`src/core/hostport_defines.svh`:
```
/*
  timing counts, address map and reset values of the isa host port.
  assumes inclusion by bare name from the host port files.
*/
`ifndef HOSTPORT_DEFINES_SVH
`define HOSTPORT_DEFINES_SVH

`define HP_CLK_PERIOD_NS 100
`define HP_BYTE_ACCESS_NS 200
`define HP_BYTE_CYCLES ((`HP_BYTE_ACCESS_NS + `HP_CLK_PERIOD_NS - 1) / `HP_CLK_PERIOD_NS)
`define HP_SYNC_STAGES 2
`define HP_IO_BASE 10'h300
`define HP_IO_STEP_SHIFT 5
`define HP_IO_WINDOW_BYTES 5'h18
`define HP_ROM_BASE 20'hc8000
`define HP_ROM_SIZE_SHIFT 14
`define HP_PA_LOW_BITS 10
`define HP_PF_STRIDE 16'h0002
`define HP_RESET_IO_CODE 2'h3
`define HP_RESET_SHARED 1'b0

`endif

```
`src/core/hostport_pkg.sv`:
```
/*
  types of the isa host port: sequencer states and the sampled pin bundle.
  assumes nothing beyond a systemverilog compiler.
*/
package hostport_pkg;

    typedef enum logic [1:0] {
        ST_WAIT_STRAP,
        ST_IDLE,
        ST_ACCESS,
        ST_HOLD
    } state_t;

    typedef struct packed {
        logic [19:0] sa;
        logic aen;
        logic ior_n;
        logic iow_n;
        logic memr_n;
        logic memw_n;
        logic sbhe_n;
        logic rom_match_n;
        logic shared_match_n;
        logic dack_n;
        logic shared_strap_n;
        logic [1:0] io_base_strap;
        logic [15:0] sd;
        logic [15:0] pa;
        logic [7:0] pd;
    } host_pins_t;

endpackage

```
`src/core/sync_2ff.sv`:
```
/*
  two flip-flop synchroniser for a bundle of pin inputs.
  assumes each bit is sampled on its own; multi-bit words must be stable when read.
*/
`timescale 1ns/1ns
module sync_2ff #(
    parameter int unsigned WIDTH = 8
) (
    input wire logic clock_i,
    input wire logic rst_n_i,
    input wire logic [WIDTH-1:0] data_i,
    output logic [WIDTH-1:0] data_o
);
    logic [WIDTH-1:0] meta_q;
    logic [WIDTH-1:0] data_q;

    generate
        if (WIDTH < 1)
        begin : g_check
            $error("sync_2ff width must be at least one");
        end
    endgenerate

    always_ff @(posedge clock_i or negedge rst_n_i)
    begin
        if (!rst_n_i)
        begin
            meta_q <= '0;
            data_q <= '0;
        end
        else
        begin
            meta_q <= data_i;
            data_q <= meta_q;
        end
    end

    assign data_o = data_q;
endmodule

```
`src/core/byte_pair.sv`:
```
/*
  collects two private bus bytes into one host word.
  assumes lane 0 is the even byte and lane 1 the odd byte.
*/
`timescale 1ns/1ns
module byte_pair (
    input wire logic clock_i,
    input wire logic rst_n_i,
    input wire logic load_i,
    input wire logic lane_i,
    input wire logic [7:0] byte_i,
    output logic [15:0] word_o
);
    logic [15:0] word_q;
    logic [15:0] word_d;

    always_comb
    begin
        word_d = word_q;
        if (load_i)
        begin
            if (lane_i)
            begin
                word_d[15:8] = byte_i;
            end
            else
            begin
                word_d[7:0] = byte_i;
            end
        end
    end

    always_ff @(posedge clock_i or negedge rst_n_i)
    begin
        if (!rst_n_i)
        begin
            word_q <= 16'h0000;
        end
        else
        begin
            word_q <= word_d;
        end
    end

    assign word_o = word_q;
endmodule

```
`src/core/isa_shared_memory_host_port.sv`:
```
/*
  isa host port: strap capture, i/o and boot rom decode, 8 to 16 bit
  conversion on the private bus and sram read prefetch.
  assumes all host pins are asynchronous and pass the synchroniser, and that
  the host holds its strobe while the wait line is pulled.
*/
`timescale 1ns/1ns
`include "hostport_defines.svh"
module isa_shared_memory_host_port
    import hostport_pkg::*;
#(
    parameter int unsigned BYTE_CYCLES = `HP_BYTE_CYCLES
) (
    input wire logic clock_i,
    input wire logic rst_n_i,
    input wire logic [19:0] sa_i,
    input wire logic aen_i,
    input wire logic ior_n_i,
    input wire logic iow_n_i,
    input wire logic memr_n_i,
    input wire logic memw_n_i,
    input wire logic sbhe_n_i,
    input wire logic [15:0] sd_i,
    output logic [15:0] sd_o,
    output logic sd_oe_o,
    output logic iochrdy_o,
    output logic iochrdy_oe_o,
    output logic io_cs16_o,
    output logic io_cs16_oe_o,
    input wire logic rom_window_match_n_i,
    input wire logic shared_window_match_n_i,
    input wire logic shared_mode_strap_n_i,
    input wire logic [1:0] io_base_strap_i,
    input wire logic dack_n_i,
    output logic rom_chip_select_n_o,
    output logic sram_output_enable_n_o,
    output logic sram_write_enable_n_o,
    output logic addr_buffer_output_enable_n_o,
    input wire logic [15:0] private_addr_bus_i,
    output logic [9:0] private_addr_bus_o,
    output logic private_addr_bus_oe_o,
    input wire logic [7:0] private_data_bus_i,
    output logic [7:0] private_data_bus_o,
    output logic private_data_bus_oe_o,
    input wire logic dma_req_i,
    output logic dma_request_o,
    output logic dma_strobe_o,
    output logic io_select_o,
    output logic io_write_o,
    output logic [4:0] io_offset_o,
    output logic shared_mode_o
);
    localparam logic [3:0] LAST_WR = 4'(BYTE_CYCLES - 1);
    localparam logic [3:0] LAST_RD = 4'(BYTE_CYCLES + `HP_SYNC_STAGES - 1);
    localparam logic [3:0] SYNC_WAIT = 4'(`HP_SYNC_STAGES);
    localparam logic [19:0] ROM_BASE = `HP_ROM_BASE;

    generate
        if (BYTE_CYCLES < 2 || BYTE_CYCLES + `HP_SYNC_STAGES > 15)
        begin : g_check
            $error("byte access cycles out of range for the sequencer");
        end
    endgenerate

    ////////////////////////////////////////////////////////////////////////
    host_pins_t pins_raw;
    host_pins_t p_s;
    logic [15:0] host_word;
    logic [15:0] pf_word;

    assign pins_raw = '{sa: sa_i, aen: aen_i, ior_n: ior_n_i, iow_n: iow_n_i,
        memr_n: memr_n_i, memw_n: memw_n_i, sbhe_n: sbhe_n_i,
        rom_match_n: rom_window_match_n_i, shared_match_n: shared_window_match_n_i,
        dack_n: dack_n_i, shared_strap_n: shared_mode_strap_n_i,
        io_base_strap: io_base_strap_i, sd: sd_i, pa: private_addr_bus_i,
        pd: private_data_bus_i};

    sync_2ff #(
        .WIDTH($bits(host_pins_t))
    ) u_sync (
        .clock_i(clock_i),
        .rst_n_i(rst_n_i),
        .data_i(pins_raw),
        .data_o(p_s)
    );

    ////////////////////////////////////////////////////////////////////////
    state_t state_q, state_d;
    logic [3:0] cnt_q, cnt_d;
    logic [1:0] loads_q, loads_d;
    logic shared_q, shared_d;
    logic [1:0] io_code_q, io_code_d;
    logic kind_sram_q, kind_sram_d;
    logic write_q, write_d;
    logic prefetch_q, prefetch_d;
    logic byte_q, byte_d;
    logic hi_pend_q, hi_pend_d;
    logic word_q, word_d;
    logic [15:0] paddr_q, paddr_d;
    logic [15:0] wdata_q, wdata_d;
    logic pf_valid_q, pf_valid_d;
    logic pf_pend_q, pf_pend_d;
    logic [15:0] pf_tag_q, pf_tag_d;
    logic [15:0] pf_next_q, pf_next_d;
    logic [15:0] sd_q, sd_d;
    logic sd_oe_q, sd_oe_d;
    logic chrdy_oe_q, chrdy_oe_d;
    logic cs16_oe_q, cs16_oe_d;
    logic rom_cs_n_q, rom_cs_n_d;
    logic sram_oe_n_q, sram_oe_n_d;
    logic sram_we_n_q, sram_we_n_d;
    logic abo_n_q, abo_n_d;
    logic [9:0] pa_q, pa_d;
    logic pa_oe_q, pa_oe_d;
    logic [7:0] pd_q, pd_d;
    logic pd_oe_q, pd_oe_d;
    logic drq_q, drq_d;
    logic dma_stb_q, dma_stb_d;
    logic io_sel_q, io_sel_d;
    logic io_wr_q, io_wr_d;
    logic [4:0] io_off_q, io_off_d;
    logic load_host, load_pf;

    logic ready, memr, memw, need_lo, need_hi;
    logic [9:0] io_base, io_rel;
    logic [5:0] rom_block;
    logic io_hit, rom_hit, sram_hit, pf_hit, busy_req;
    logic [3:0] last_cnt;
    logic [15:0] asm_word;

    always_comb
    begin
        ready = state_q != ST_WAIT_STRAP;
        memr = ready && !p_s.memr_n;
        memw = ready && !p_s.memw_n;
        need_hi = !p_s.sbhe_n;
        need_lo = !p_s.sa[0] || !need_hi;
        io_base = `HP_IO_BASE + {3'h0, io_code_q, 5'h00};
        io_rel = p_s.sa[9:0] - io_base;
        // same comparators in both modes
        io_hit = ready && !p_s.aen && p_s.sa[19:10] == 10'h000 && p_s.sa[9:0] >= io_base
            && io_rel < {5'h00, `HP_IO_WINDOW_BYTES};
        rom_block = ROM_BASE[19:`HP_ROM_SIZE_SHIFT] + {4'h0, io_code_q};
        if (shared_q)
        begin
            rom_hit = ready && !p_s.rom_match_n;
        end
        else
        begin
            rom_hit = ready && !p_s.aen
                && p_s.sa[19:`HP_ROM_SIZE_SHIFT] == rom_block;
        end
        sram_hit = ready && shared_q && !p_s.shared_match_n;
        pf_hit = pf_valid_q && need_lo && need_hi
            && {p_s.pa[15:10], p_s.sa[9:1], 1'b0} == pf_tag_q;
        busy_req = (memr && (rom_hit || sram_hit)) || (memw && sram_hit);
        last_cnt = write_q ? LAST_WR : LAST_RD;
        if (byte_q)
        begin
            asm_word = {p_s.pd, host_word[7:0]};
        end
        else
        begin
            asm_word = {host_word[15:8], p_s.pd};
        end
    end

    ////////////////////////////////////////////////////////////////////////
    always_comb
    begin
        state_d = state_q;
        cnt_d = cnt_q;
        loads_d = loads_q;
        shared_d = shared_q;
        io_code_d = io_code_q;
        kind_sram_d = kind_sram_q;
        write_d = write_q;
        prefetch_d = prefetch_q;
        byte_d = byte_q;
        hi_pend_d = hi_pend_q;
        word_d = word_q;
        paddr_d = paddr_q;
        wdata_d = wdata_q;
        pf_valid_d = pf_valid_q;
        pf_pend_d = pf_pend_q;
        pf_tag_d = pf_tag_q;
        pf_next_d = pf_next_q;
        sd_d = sd_q;
        load_host = 1'b0;
        load_pf = 1'b0;
        case (state_q)
            ST_WAIT_STRAP:
            begin
                cnt_d = cnt_q + 4'h1;
                if (cnt_q == SYNC_WAIT)
                begin
                    shared_d = !p_s.shared_strap_n;
                    io_code_d = p_s.io_base_strap;
                    cnt_d = 4'h0;
                    state_d = ST_IDLE;
                end
            end
            ST_IDLE:
            begin
                cnt_d = 4'h0;
                loads_d = 2'h0;
                byte_d = !need_lo;
                hi_pend_d = need_lo && need_hi;
                word_d = need_lo && need_hi;
                paddr_d = {p_s.pa[15:10], p_s.sa[9:1], !need_lo};
                prefetch_d = 1'b0;
                if (memr && sram_hit && pf_hit)
                begin
                    sd_d = pf_word;
                    kind_sram_d = 1'b1;
                    write_d = 1'b0;
                    state_d = ST_HOLD;
                end
                else if (memr && (rom_hit || sram_hit))
                begin
                    kind_sram_d = sram_hit && !rom_hit;
                    write_d = 1'b0;
                    state_d = ST_ACCESS;
                end
                else if (memw && sram_hit)
                begin
                    kind_sram_d = 1'b1;
                    write_d = 1'b1;
                    wdata_d = p_s.sd;
                    if ({p_s.pa[15:10], p_s.sa[9:1], 1'b0} == pf_tag_q)
                    begin
                        pf_valid_d = 1'b0;
                    end
                    state_d = ST_ACCESS;
                end
                else if (pf_pend_q)
                begin
                    kind_sram_d = 1'b1;
                    write_d = 1'b0;
                    prefetch_d = 1'b1;
                    byte_d = 1'b0;
                    hi_pend_d = 1'b1;
                    paddr_d = pf_next_q;
                    pf_pend_d = 1'b0;
                    pf_valid_d = 1'b0;
                    state_d = ST_ACCESS;
                end
            end
            ST_ACCESS:
            begin
                cnt_d = cnt_q + 4'h1;
                if (cnt_q == last_cnt)
                begin
                    cnt_d = 4'h0;
                    loads_d = loads_q + 2'h1;
                    load_host = !write_q && !prefetch_q;
                    load_pf = !write_q && prefetch_q;
                    if (hi_pend_q)
                    begin
                        byte_d = 1'b1;
                        hi_pend_d = 1'b0;
                        paddr_d[0] = 1'b1;
                    end
                    else if (prefetch_q)
                    begin
                        pf_tag_d = {p_s.pa[15:10], paddr_q[9:1], 1'b0};
                        pf_valid_d = 1'b1;
                        state_d = ST_IDLE;
                    end
                    else
                    begin
                        if (!write_q)
                        begin
                            sd_d = asm_word;
                        end
                        if (kind_sram_q && !write_q && word_q)
                        begin
                            pf_pend_d = 1'b1;
                            pf_next_d = {paddr_q[15:1], 1'b0} + `HP_PF_STRIDE;
                        end
                        state_d = ST_HOLD;
                    end
                end
            end
            ST_HOLD:
            begin
                if (!memr && !memw)
                begin
                    state_d = ST_IDLE;
                end
            end
            default:
            begin
                state_d = ST_WAIT_STRAP;
            end
        endcase
        chrdy_oe_d = busy_req && state_d != ST_HOLD;
        sd_oe_d = state_d == ST_HOLD && !write_d && memr;
        cs16_oe_d = io_hit && (!p_s.ior_n || !p_s.iow_n) && !rom_hit;
        rom_cs_n_d = !(memr && rom_hit);
        sram_oe_n_d = !(state_d == ST_ACCESS && kind_sram_d && !write_d);
        sram_we_n_d = !(state_d == ST_ACCESS && write_d && cnt_d != 4'h0);
        abo_n_d = !(shared_d || state_d == ST_ACCESS);
        pa_d = paddr_d[`HP_PA_LOW_BITS-1:0];
        pa_oe_d = state_d == ST_ACCESS;
        pd_d = byte_d ? wdata_d[15:8] : wdata_d[7:0];
        pd_oe_d = state_d == ST_ACCESS && write_d;
        drq_d = dma_req_i && !shared_d;
        dma_stb_d = dma_req_i && !shared_d && !p_s.dack_n;
        io_sel_d = io_hit && (!p_s.ior_n || !p_s.iow_n);
        io_wr_d = io_hit && !p_s.iow_n;
        io_off_d = io_rel[4:0];
    end

    always_ff @(posedge clock_i or negedge rst_n_i)
    begin
        if (!rst_n_i)
        begin
            state_q <= ST_WAIT_STRAP;
            cnt_q <= 4'h0;
            loads_q <= 2'h0;
            shared_q <= `HP_RESET_SHARED;
            io_code_q <= `HP_RESET_IO_CODE;
            kind_sram_q <= 1'b0;
            write_q <= 1'b0;
            prefetch_q <= 1'b0;
            byte_q <= 1'b0;
            hi_pend_q <= 1'b0;
            word_q <= 1'b0;
            paddr_q <= 16'h0000;
            wdata_q <= 16'h0000;
            pf_valid_q <= 1'b0;
            pf_pend_q <= 1'b0;
            pf_tag_q <= 16'h0000;
            pf_next_q <= 16'h0000;
            sd_q <= 16'h0000;
            sd_oe_q <= 1'b0;
            chrdy_oe_q <= 1'b0;
            cs16_oe_q <= 1'b0;
            rom_cs_n_q <= 1'b1;
            sram_oe_n_q <= 1'b1;
            sram_we_n_q <= 1'b1;
            abo_n_q <= 1'b1;
            pa_q <= 10'h000;
            pa_oe_q <= 1'b0;
            pd_q <= 8'h00;
            pd_oe_q <= 1'b0;
            drq_q <= 1'b0;
            dma_stb_q <= 1'b0;
            io_sel_q <= 1'b0;
            io_wr_q <= 1'b0;
            io_off_q <= 5'h00;
        end
        else
        begin
            state_q <= state_d;
            cnt_q <= cnt_d;
            loads_q <= loads_d;
            shared_q <= shared_d;
            io_code_q <= io_code_d;
            kind_sram_q <= kind_sram_d;
            write_q <= write_d;
            prefetch_q <= prefetch_d;
            byte_q <= byte_d;
            hi_pend_q <= hi_pend_d;
            word_q <= word_d;
            paddr_q <= paddr_d;
            wdata_q <= wdata_d;
            pf_valid_q <= pf_valid_d;
            pf_pend_q <= pf_pend_d;
            pf_tag_q <= pf_tag_d;
            pf_next_q <= pf_next_d;
            sd_q <= sd_d;
            sd_oe_q <= sd_oe_d;
            chrdy_oe_q <= chrdy_oe_d;
            cs16_oe_q <= cs16_oe_d;
            rom_cs_n_q <= rom_cs_n_d;
            sram_oe_n_q <= sram_oe_n_d;
            sram_we_n_q <= sram_we_n_d;
            abo_n_q <= abo_n_d;
            pa_q <= pa_d;
            pa_oe_q <= pa_oe_d;
            pd_q <= pd_d;
            pd_oe_q <= pd_oe_d;
            drq_q <= drq_d;
            dma_stb_q <= dma_stb_d;
            io_sel_q <= io_sel_d;
            io_wr_q <= io_wr_d;
            io_off_q <= io_off_d;
        end
    end

    byte_pair u_host_pair (
        .clock_i(clock_i),
        .rst_n_i(rst_n_i),
        .load_i(load_host),
        .lane_i(byte_q),
        .byte_i(p_s.pd),
        .word_o(host_word)
    );

    byte_pair u_pf_pair (
        .clock_i(clock_i),
        .rst_n_i(rst_n_i),
        .load_i(load_pf),
        .lane_i(byte_q),
        .byte_i(p_s.pd),
        .word_o(pf_word)
    );

    // open-drain lines only ever pull low
    assign iochrdy_o = 1'b0 & chrdy_oe_q;
    assign io_cs16_o = 1'b0 & cs16_oe_q;
    assign sd_o = sd_q;
    assign sd_oe_o = sd_oe_q;
    assign iochrdy_oe_o = chrdy_oe_q;
    assign io_cs16_oe_o = cs16_oe_q;
    assign rom_chip_select_n_o = rom_cs_n_q;
    assign sram_output_enable_n_o = sram_oe_n_q;
    assign sram_write_enable_n_o = sram_we_n_q;
    assign addr_buffer_output_enable_n_o = abo_n_q;
    assign private_addr_bus_o = pa_q;
    assign private_addr_bus_oe_o = pa_oe_q;
    assign private_data_bus_o = pd_q;
    assign private_data_bus_oe_o = pd_oe_q;
    assign dma_request_o = drq_q;
    assign dma_strobe_o = dma_stb_q;
    assign io_select_o = io_sel_q;
    assign io_write_o = io_wr_q;
    assign io_offset_o = io_off_q;
    assign shared_mode_o = shared_q;

    ////////////////////////////////////////////////////////////////////////
    a_rom_cs_follow: assert property (@(posedge clock_i) disable iff (!rst_n_i)
        memr && rom_hit |=> !rom_chip_select_n_o)
        else $error("rom select missing after match and read");
    a_rom_no_cs16: assert property (@(posedge clock_i) disable iff (!rst_n_i)
        !rom_chip_select_n_o |-> !io_cs16_oe_o)
        else $error("iocs16 driven during rom cycle");
    a_io_window: assert property (@(posedge clock_i) disable iff (!rst_n_i)
        io_select_o |-> io_offset_o < 5'h18)
        else $error("i/o select outside 24 byte window");
    a_io_base: assert property (@(posedge clock_i) disable iff (!rst_n_i)
        ready && !p_s.aen && !p_s.ior_n && p_s.sa == {10'h000, 10'h300 + {3'h0, io_code_q, 5'h00}}
        |=> io_select_o && io_offset_o == 5'h00)
        else $error("i/o base not decoded at strap base");
    a_rom_c8000: assert property (@(posedge clock_i) disable iff (!rst_n_i)
        ready && !shared_q && io_code_q == 2'h0 && !p_s.aen && memr
        && p_s.sa[19:14] == 6'h32 |=> !rom_chip_select_n_o)
        else $error("rom window not at c8000 for base 300");
    a_write_no_oe: assert property (@(posedge clock_i) disable iff (!rst_n_i)
        !sram_write_enable_n_o |-> sram_output_enable_n_o && private_data_bus_oe_o)
        else $error("sram output enable active during write");
    a_mode_stable: assert property (@(posedge clock_i) disable iff (!rst_n_i)
        state_q != ST_WAIT_STRAP |=> $stable(shared_q) && $stable(io_code_q))
        else $error("operating mode changed after strap capture");
    a_dma_master: assert property (@(posedge clock_i) disable iff (!rst_n_i)
        dma_strobe_o |-> !shared_mode_o && $past(!p_s.dack_n))
        else $error("host memory strobe without mastership");
    a_word_two_bytes: assert property (@(posedge clock_i) disable iff (!rst_n_i)
        state_q == ST_ACCESS && state_d == ST_HOLD && word_q |-> loads_q == 2'h1)
        else $error("word access did not take two byte reads");
    a_pf_hit_fast: assert property (@(posedge clock_i) disable iff (!rst_n_i)
        state_q == ST_IDLE && memr && sram_hit && pf_hit
        |=> state_q == ST_HOLD ##1 sd_oe_o && sd_o == $past(pf_word, 2))
        else $error("prefetch hit not answered at once");
    a_sram_done: assert property (@(posedge clock_i) disable iff (!rst_n_i)
        state_q == ST_IDLE && state_d == ST_ACCESS && !prefetch_d
        |=> ##[1:32] state_q == ST_HOLD)
        else $error("sram access did not complete in time");
endmodule

```
`config.mk`:
```
export PLATFORM = sky130hd
export DESIGN_NAME = isa_shared_memory_host_port
export DESIGN_NICKNAME = d
export VERILOG_FILES = /design/src/core/hostport_pkg.sv /design/src/core/sync_2ff.sv /design/src/core/byte_pair.sv /design/src/core/isa_shared_memory_host_port.sv
export VERILOG_INCLUDE_DIRS = /design/src /design/src/core
export SDC_FILE = /design/constraint.sdc
export NUM_CORES = 1
export LEC_CHECK = 0
export BUFFER_PORTS_ARGS = -buffer_cell sky130_fd_sc_hd__buf_4
export CORE_ASPECT_RATIO = 1.2
export CORE_UTILIZATION = 62
export DETAILED_ROUTE_END_ITERATION = 10
export PLACE_DENSITY_LB_ADDON = 0.15
export SLEW_MARGIN = 10
export SYNTH_ARGS = -nofsm -noshare
export SYNTH_HDL_FRONTEND = slang
export SYNTH_HIERARCHICAL = 1
export SYNTH_SLANG_ARGS = --single-unit
```
`constraint.sdc`:
```
create_clock -name clock_i -period 8.2 [get_ports clock_i]
set_input_delay 0.82 -clock clock_i [delete_from_list [all_inputs] [get_ports clock_i]]
set_output_delay 0.82 -clock clock_i [all_outputs]
set_load 0.1 [all_outputs]
```
=== Yosys cells after proc, flatten, opt, wreduce, memory -nomap -nowiden ===
Index checks and enable logic that the tools add are counted.

* Bits in registers: 298
* Output and inout port bits: 55
* Logic and storage cells: 239

* Add/subtract/negate cells: 5
* $lt $le $gt $ge: 2
* Equality and inequality tests: 23
* Multiplexer cells: 84
* Bitwise logic cells: 3
* Reduce and logical (&&, ||, !) cells: 82

{| class="wikitable"
|+ Operators by type and width
! kind !! number
|-
| 16-bit 2-to-1 mux || 14
|-
| 1-bit 2-to-1 mux || 49
|-
| 1-bit logical AND || 37
|-
| 16-bit case mux with 2 select lines || 1
|-
| 2-bit != test (second input constant) || 12
|-
| 1-bit zero test || 23
|-
| 2-bit 2-to-1 mux || 10
|-
| 16-bit by 2-bit adder with 16-bit output (second input constant) || 1
|-
| 8-bit AND reduction || 2
|-
| 15-bit == test || 1
|-
| 4-bit case mux with 3 select lines || 1
|-
| 2-bit AND reduction || 6
|-
| 9-bit by 8-bit adder with 10-bit output (first input constant) || 1
|-
| 10-bit >= comparator || 1
|-
| 10-bit zero test || 1
|-
| 10-bit by 5-bit < comparator with 1-bit output (second input constant) || 1
|-
| 1-bit case mux with 2 select lines || 5
|-
| 10-bit subtractor || 1
|-
| 2-bit == test (second input constant) || 4
|-
| 4-bit 2-to-1 mux || 2
|-
| 8-bit 2-to-1 mux || 1
|-
| 2-bit case mux with 4 select lines || 1
|-
| 5-bit by 3-bit adder with 6-bit output (first input constant) || 1
|-
| 6-bit == test || 1
|-
| other kinds (14) || 22
|}

=== Longest topological paths before layout ===
* Depth in word-level cells: 13
* Gate-level depth with buffers: 9
* Mapped depth without buffers: 8

=== Modules after synthesis ===
Netlist, hierarchy kept.

{| class="wikitable"
|+ Modules (own cells, without submodules)
! module !! times used !! cells each !! area an instance (um2) !! sequential area each (um2)
|-
| isa_shared_memory_host_port || 1 || 473 || 5,378.9 || 2,735.1
|-
| sync_2ff || 1 || 144 || 3,603.5 || 3,603.5
|-
| byte_pair || 2 || 35 || 641.9 || 400.4
|}

=== Worst setup path before layout ===
OpenSTA, ideal clock, no wires.

* Kind: reg-to-reg
* From: reg state_q[0]
* To: reg pd_q[0] (netlist: private_data_bus_o[0])
* Arrival: 2,573 ps
* Path slack: 5,500 ps
* Stages on the path, launching flop included: 10
* Cell sequence: dfrtp_1 > inv_1 > ha_1 > or3_1 > a2111oi_4 > o21ai_2 > nand3_2 > buf_4 > mux2_1 > mux2_1

* Cells in the longest elaborated chain, start to end: 10
* Elaborated cells on any way between the ends: 25
* Classes of those cells: eq/ne: 2; mux: 10; reduce/logical: 13

{| class="wikitable"
|+ Ends and longest elaborated chain
! what !! RTL line !! source
|-
| start, declared || isa_shared_memory_host_port.sv:88 || <nowiki>state_t state_q, state_d;</nowiki>
|-
| start signal, assigned || isa_shared_memory_host_port.sv:356 || <nowiki>state_q <= state_d;</nowiki>
|-
| 2-bit nonzero test || isa_shared_memory_host_port.sv:133 || <nowiki>ready = state_q != ST_WAIT_STRAP;</nowiki>
|-
| 1-bit logical AND (2 in series) || isa_shared_memory_host_port.sv:150 || <nowiki>rom_hit = ready && !p_s.aen</nowiki>
|-
| 1-bit 2-to-1 mux || isa_shared_memory_host_port.sv:144 || <nowiki>if (shared_q)</nowiki>
|-
| 1-bit logical OR || isa_shared_memory_host_port.sv:219 || <nowiki>else if (memr && (rom_hit || sram_hit))</nowiki>
|-
| 1-bit logical AND || isa_shared_memory_host_port.sv:219 ||
|-
| 16-bit 2-to-1 mux || isa_shared_memory_host_port.sv:219 ||
|-
| 16-bit 2-to-1 mux || isa_shared_memory_host_port.sv:212 || <nowiki>if (memr && sram_hit && pf_hit)</nowiki>
|-
| 16-bit 2-to-1 mux * || isa_shared_memory_host_port.sv:191 || <nowiki>case (state_q)</nowiki>
|-
| net wdata_d[8] || isa_shared_memory_host_port.sv:100 || <nowiki>logic [15:0] wdata_q, wdata_d;</nowiki>
|-
| 8-bit 2-to-1 mux * || isa_shared_memory_host_port.sv:306 || <nowiki>pd_d = byte_d ? wdata_d[15:8] : wdata_d[7:0];</nowiki>
|-
| net pd_d[0] || isa_shared_memory_host_port.sv:115 || <nowiki>logic [7:0] pd_q, pd_d;</nowiki>
|-
| end signal, assigned || isa_shared_memory_host_port.sv:383 || <nowiki>pd_q <= pd_d;</nowiki>
|-
| end, declared || isa_shared_memory_host_port.sv:115 ||
|}

The timed path passes the listed nets; every way through them passes the cells marked *.
A chain may end at the register's enable or synchronous reset.

=== Worst setup path after layout ===
* From: reg state_q[0]
* To: reg pd_q[4] (netlist: private_data_bus_o[4])

* Cells in the longest elaborated chain, start to end: 10
* Elaborated cells on any way between the ends: 25
* Classes of those cells: eq/ne: 2; mux: 10; reduce/logical: 13

{| class="wikitable"
|+ Ends and longest elaborated chain
! what !! RTL line
|-
| 2-bit nonzero test || isa_shared_memory_host_port.sv:133
|-
| 1-bit logical AND (2 in series) || isa_shared_memory_host_port.sv:150
|-
| 1-bit 2-to-1 mux || isa_shared_memory_host_port.sv:144
|-
| 1-bit logical OR || isa_shared_memory_host_port.sv:219
|-
| 1-bit logical AND || isa_shared_memory_host_port.sv:219
|-
| 1-bit 2-to-1 mux / 16-bit 2-to-1 mux (equally long branches) || isa_shared_memory_host_port.sv:219
|-
| 1-bit 2-to-1 mux / 16-bit 2-to-1 mux (equally long branches) || isa_shared_memory_host_port.sv:212
|-
| 1-bit case mux with 2 select lines / 16-bit 2-to-1 mux (equally long branches) || isa_shared_memory_host_port.sv:191
|-
| 8-bit 2-to-1 mux * || isa_shared_memory_host_port.sv:306
|-
| net pd_d[4] || isa_shared_memory_host_port.sv:115
|}

Marked as above.

==> results by group <==
Detailed routing
  • DR vias: 5606
  • DR pass1 iterations: 5
  • Mean routed wirelength per cell: 18.2 µm
  • DR iter-0 viols: 396
  • Top sig layer: met4
  • Met2 WL: 9720 µm
  • Post-Route WL: 18500 µm
  • Metal3 WL: 999 µm
  • Vias per std cell: 5.52
  • Metal-1 WL: 7340 µm
  • Antenna Nets Post-Route: 0
  • DRC violations left: 0

Timing
  • Fin crit share: 41.9%
  • Fin. Hold Viols: 0
  • Fmax: 0.291 GHz
  • Slew Viols, Final: 0
  • RSZ-0062 raised after global routing: no
  • Final setup viols: 0
  • Max_slew headroom: 21.4%
  • Worst-Margin Slew: 1.18 ns
  • Final setup TNS: 0 ns
  • Clock Skews: 0.0121 ns
  • Fin crit period: 3.44 ns

Die
  • Chip Height: 139 µm
  • Chip width: 117 µm
  • Core area: 15200 µm²
  • I/O Pins: 130
  • Initial Util: 64.2%
  • Die area: 16300 µm²
  • FP Rows: 49

Clock tree
  • Hold buffer count at cts: 0
  • Worst-case clock buffer depth: 3
  • CTS buffer count: 25
  • CTS H-Tree Depth: 1
  • CTS tree: done
  • Root Driver: clkbuf_16
  • Postcts setup bufs: 0
  • Total clock sinks: 265
  • Post-CTS resize count: 0
  • Clock-pin slew on the worst setup and hold paths: 0.07 ns
  • Clock latency on the worst-skew pair: 0.51 ns

Cells and area
  • Layout cells sized above 1: 28.5%
  • Ant diodes: 0
  • Net count, final: 880
  • Area grow syn2layout: 19.2%

Setup path
  • Required @ worst endpoint: 8.58 ns
  • Slowest CP cell: or4b_4
  • Length in cells of the worst reg-to-reg path: 8
  • Worst r2r src: state_q[0]
  • Max incr delay on CP: 0.61 ns
  • Buf+Inv Stages, Crit Path: 1
  • Critical Path End: private_data_bus_o[4]
  • Setup crit end kind: flop
  • Worst path depth: 8
  • Crit path cell chain: inv_1, ha_1, or4b_4, a211oi_2, a211o_1, and4b_1, a21oi_2, mux2_1
  • Startpoint Class: flop
  • R2R Setup Slk: 4.76 ns
  • CP Max Fanout: 16
  • CP top delay family: compound AO/OA/AOI/OAI gates
  • Arrival @ worst endpoint: 3.82 ns
  • Critical Path Source: state_q[0]
  • Crit Path Category: reg -> reg
  • FF-to-FF End: private_data_bus_o[4]

Run
  • MaxCap Viol Count: 0

Logic synthesis
  • Post-Syn Area: 9770 µm²
  • YS warnings: 6
  • Mapped Cells: 667
  • Syn avg cell area: 14.6 µm²

Power and ir drop
  • Static Leakage: 5.55 nW
  • Pwr/cell area: 375 nW/µm²
  • Maximum VDD drop: 0.272 mV
  • Total power: 4.37 mW

Status
  • Status: finished clean

GRT
  • Vias in the first global route: 6212
  • Pin count of the biggest net entering global routing: 151
  • Initial antenna violation count: 0
  • GRT overflow: 0
  • Gr usage total: 24.4%
  • Global-route wire length before repair: 30800 µm

Placed design
  • GPL Wtd Cong: 0.853
  • Port-buffer cells: 117
  • Final HPWL DP: 11800 µm

Worst hold path
  • Worst hold path class: reg -> reg
  • Hold depth: 0
## registers in the layout, summed over array words and instances (netlist names), 2 cells and up
name	count
cnt_q	4
io_code_q	2
io_offset_o	5
paddr_q	10
pf_next_q	9
pf_tag_q	15
private_data_bus_o	8
sd_o	16
state_q	2
u_host_pair/word_o	16
u_pf_pair/word_o	16
u_sync/data_o	62
u_sync/meta_q	62
wdata_q	16
## report_power, final
group,leakage [nW],internal [mW],switching [mW]
clock,0.410,0.661,0.468
sequential,3.30,1.53,0.155
combinational,1.84,0.420,1.14
total,5.55,2.61,1.76
## cell type report
type                       count  area, µm²
sequential                   265       6640
fill                         928       3560
multi-input combinational    365       2950
timing repair buffer         122        923
clock buffer                  31        688
tap                          204        255
clock inverter                12        128
inverter                      16       60.1
## cell usage in the layout, fill, tap and decap left out, drive strengths merged, types with 4 or more instances in the layout
cell	n
mux2i	25
nand2	20
dfrtp	259
a211oi	7
nor2	41
xor2	9
nand4	6
xnor2	16
ha	9
a21boi	4
nor2b	9
a21oi	39
buf	122
mux2	91
nor3	5
or3	4
nand3	13
clkinv	8
clkbuf	31
o21ai	21
dfstp	6
inv	18
## layer usage
metal / global-route usage (%) / vias to the layer above
met2: 43.2 / 174
met3: 4.49 / 34
met4: 6.80 / 0
met1: 30.5 / 2841
met5: 0 / -
li1: - / 2557
## through the flow
step,worst slack [ns],hold WS (ns),cells,cell area (µm²),utilization (%)
2_1_floorplan,5.50,0.331,668,9770,-
3_3_place_gp,4.81,0.332,972,10800,71.2
3_5_place_dp,4.78,0.335,972,10800,71.2
4_1_cts,4.74,0.348,1015,11600,76.6
5_1_grt,4.52,0.351,1015,11600,76.6
6_report,4.76,0.345,1015,11600,76.6
## how the worst min path moves through the flow
stage,from,endpoint,slack (ns)
global route,u_sync/meta_q[30],u_sync/data_o[30],0.35
detailed placement,u_sync/meta_q[30],u_sync/data_o[30],0.33
finish,u_sync/meta_q[22],u_sync/data_o[22],0.35
floorplan,u_sync/meta_q[0],u_sync/data_o[0],0.33
CTS,u_sync/meta_q[22],u_sync/data_o[22],0.35
global placement,u_sync/meta_q[35],u_sync/data_o[35],0.33
Note: power is estimated with default switching activity, not from simulation.
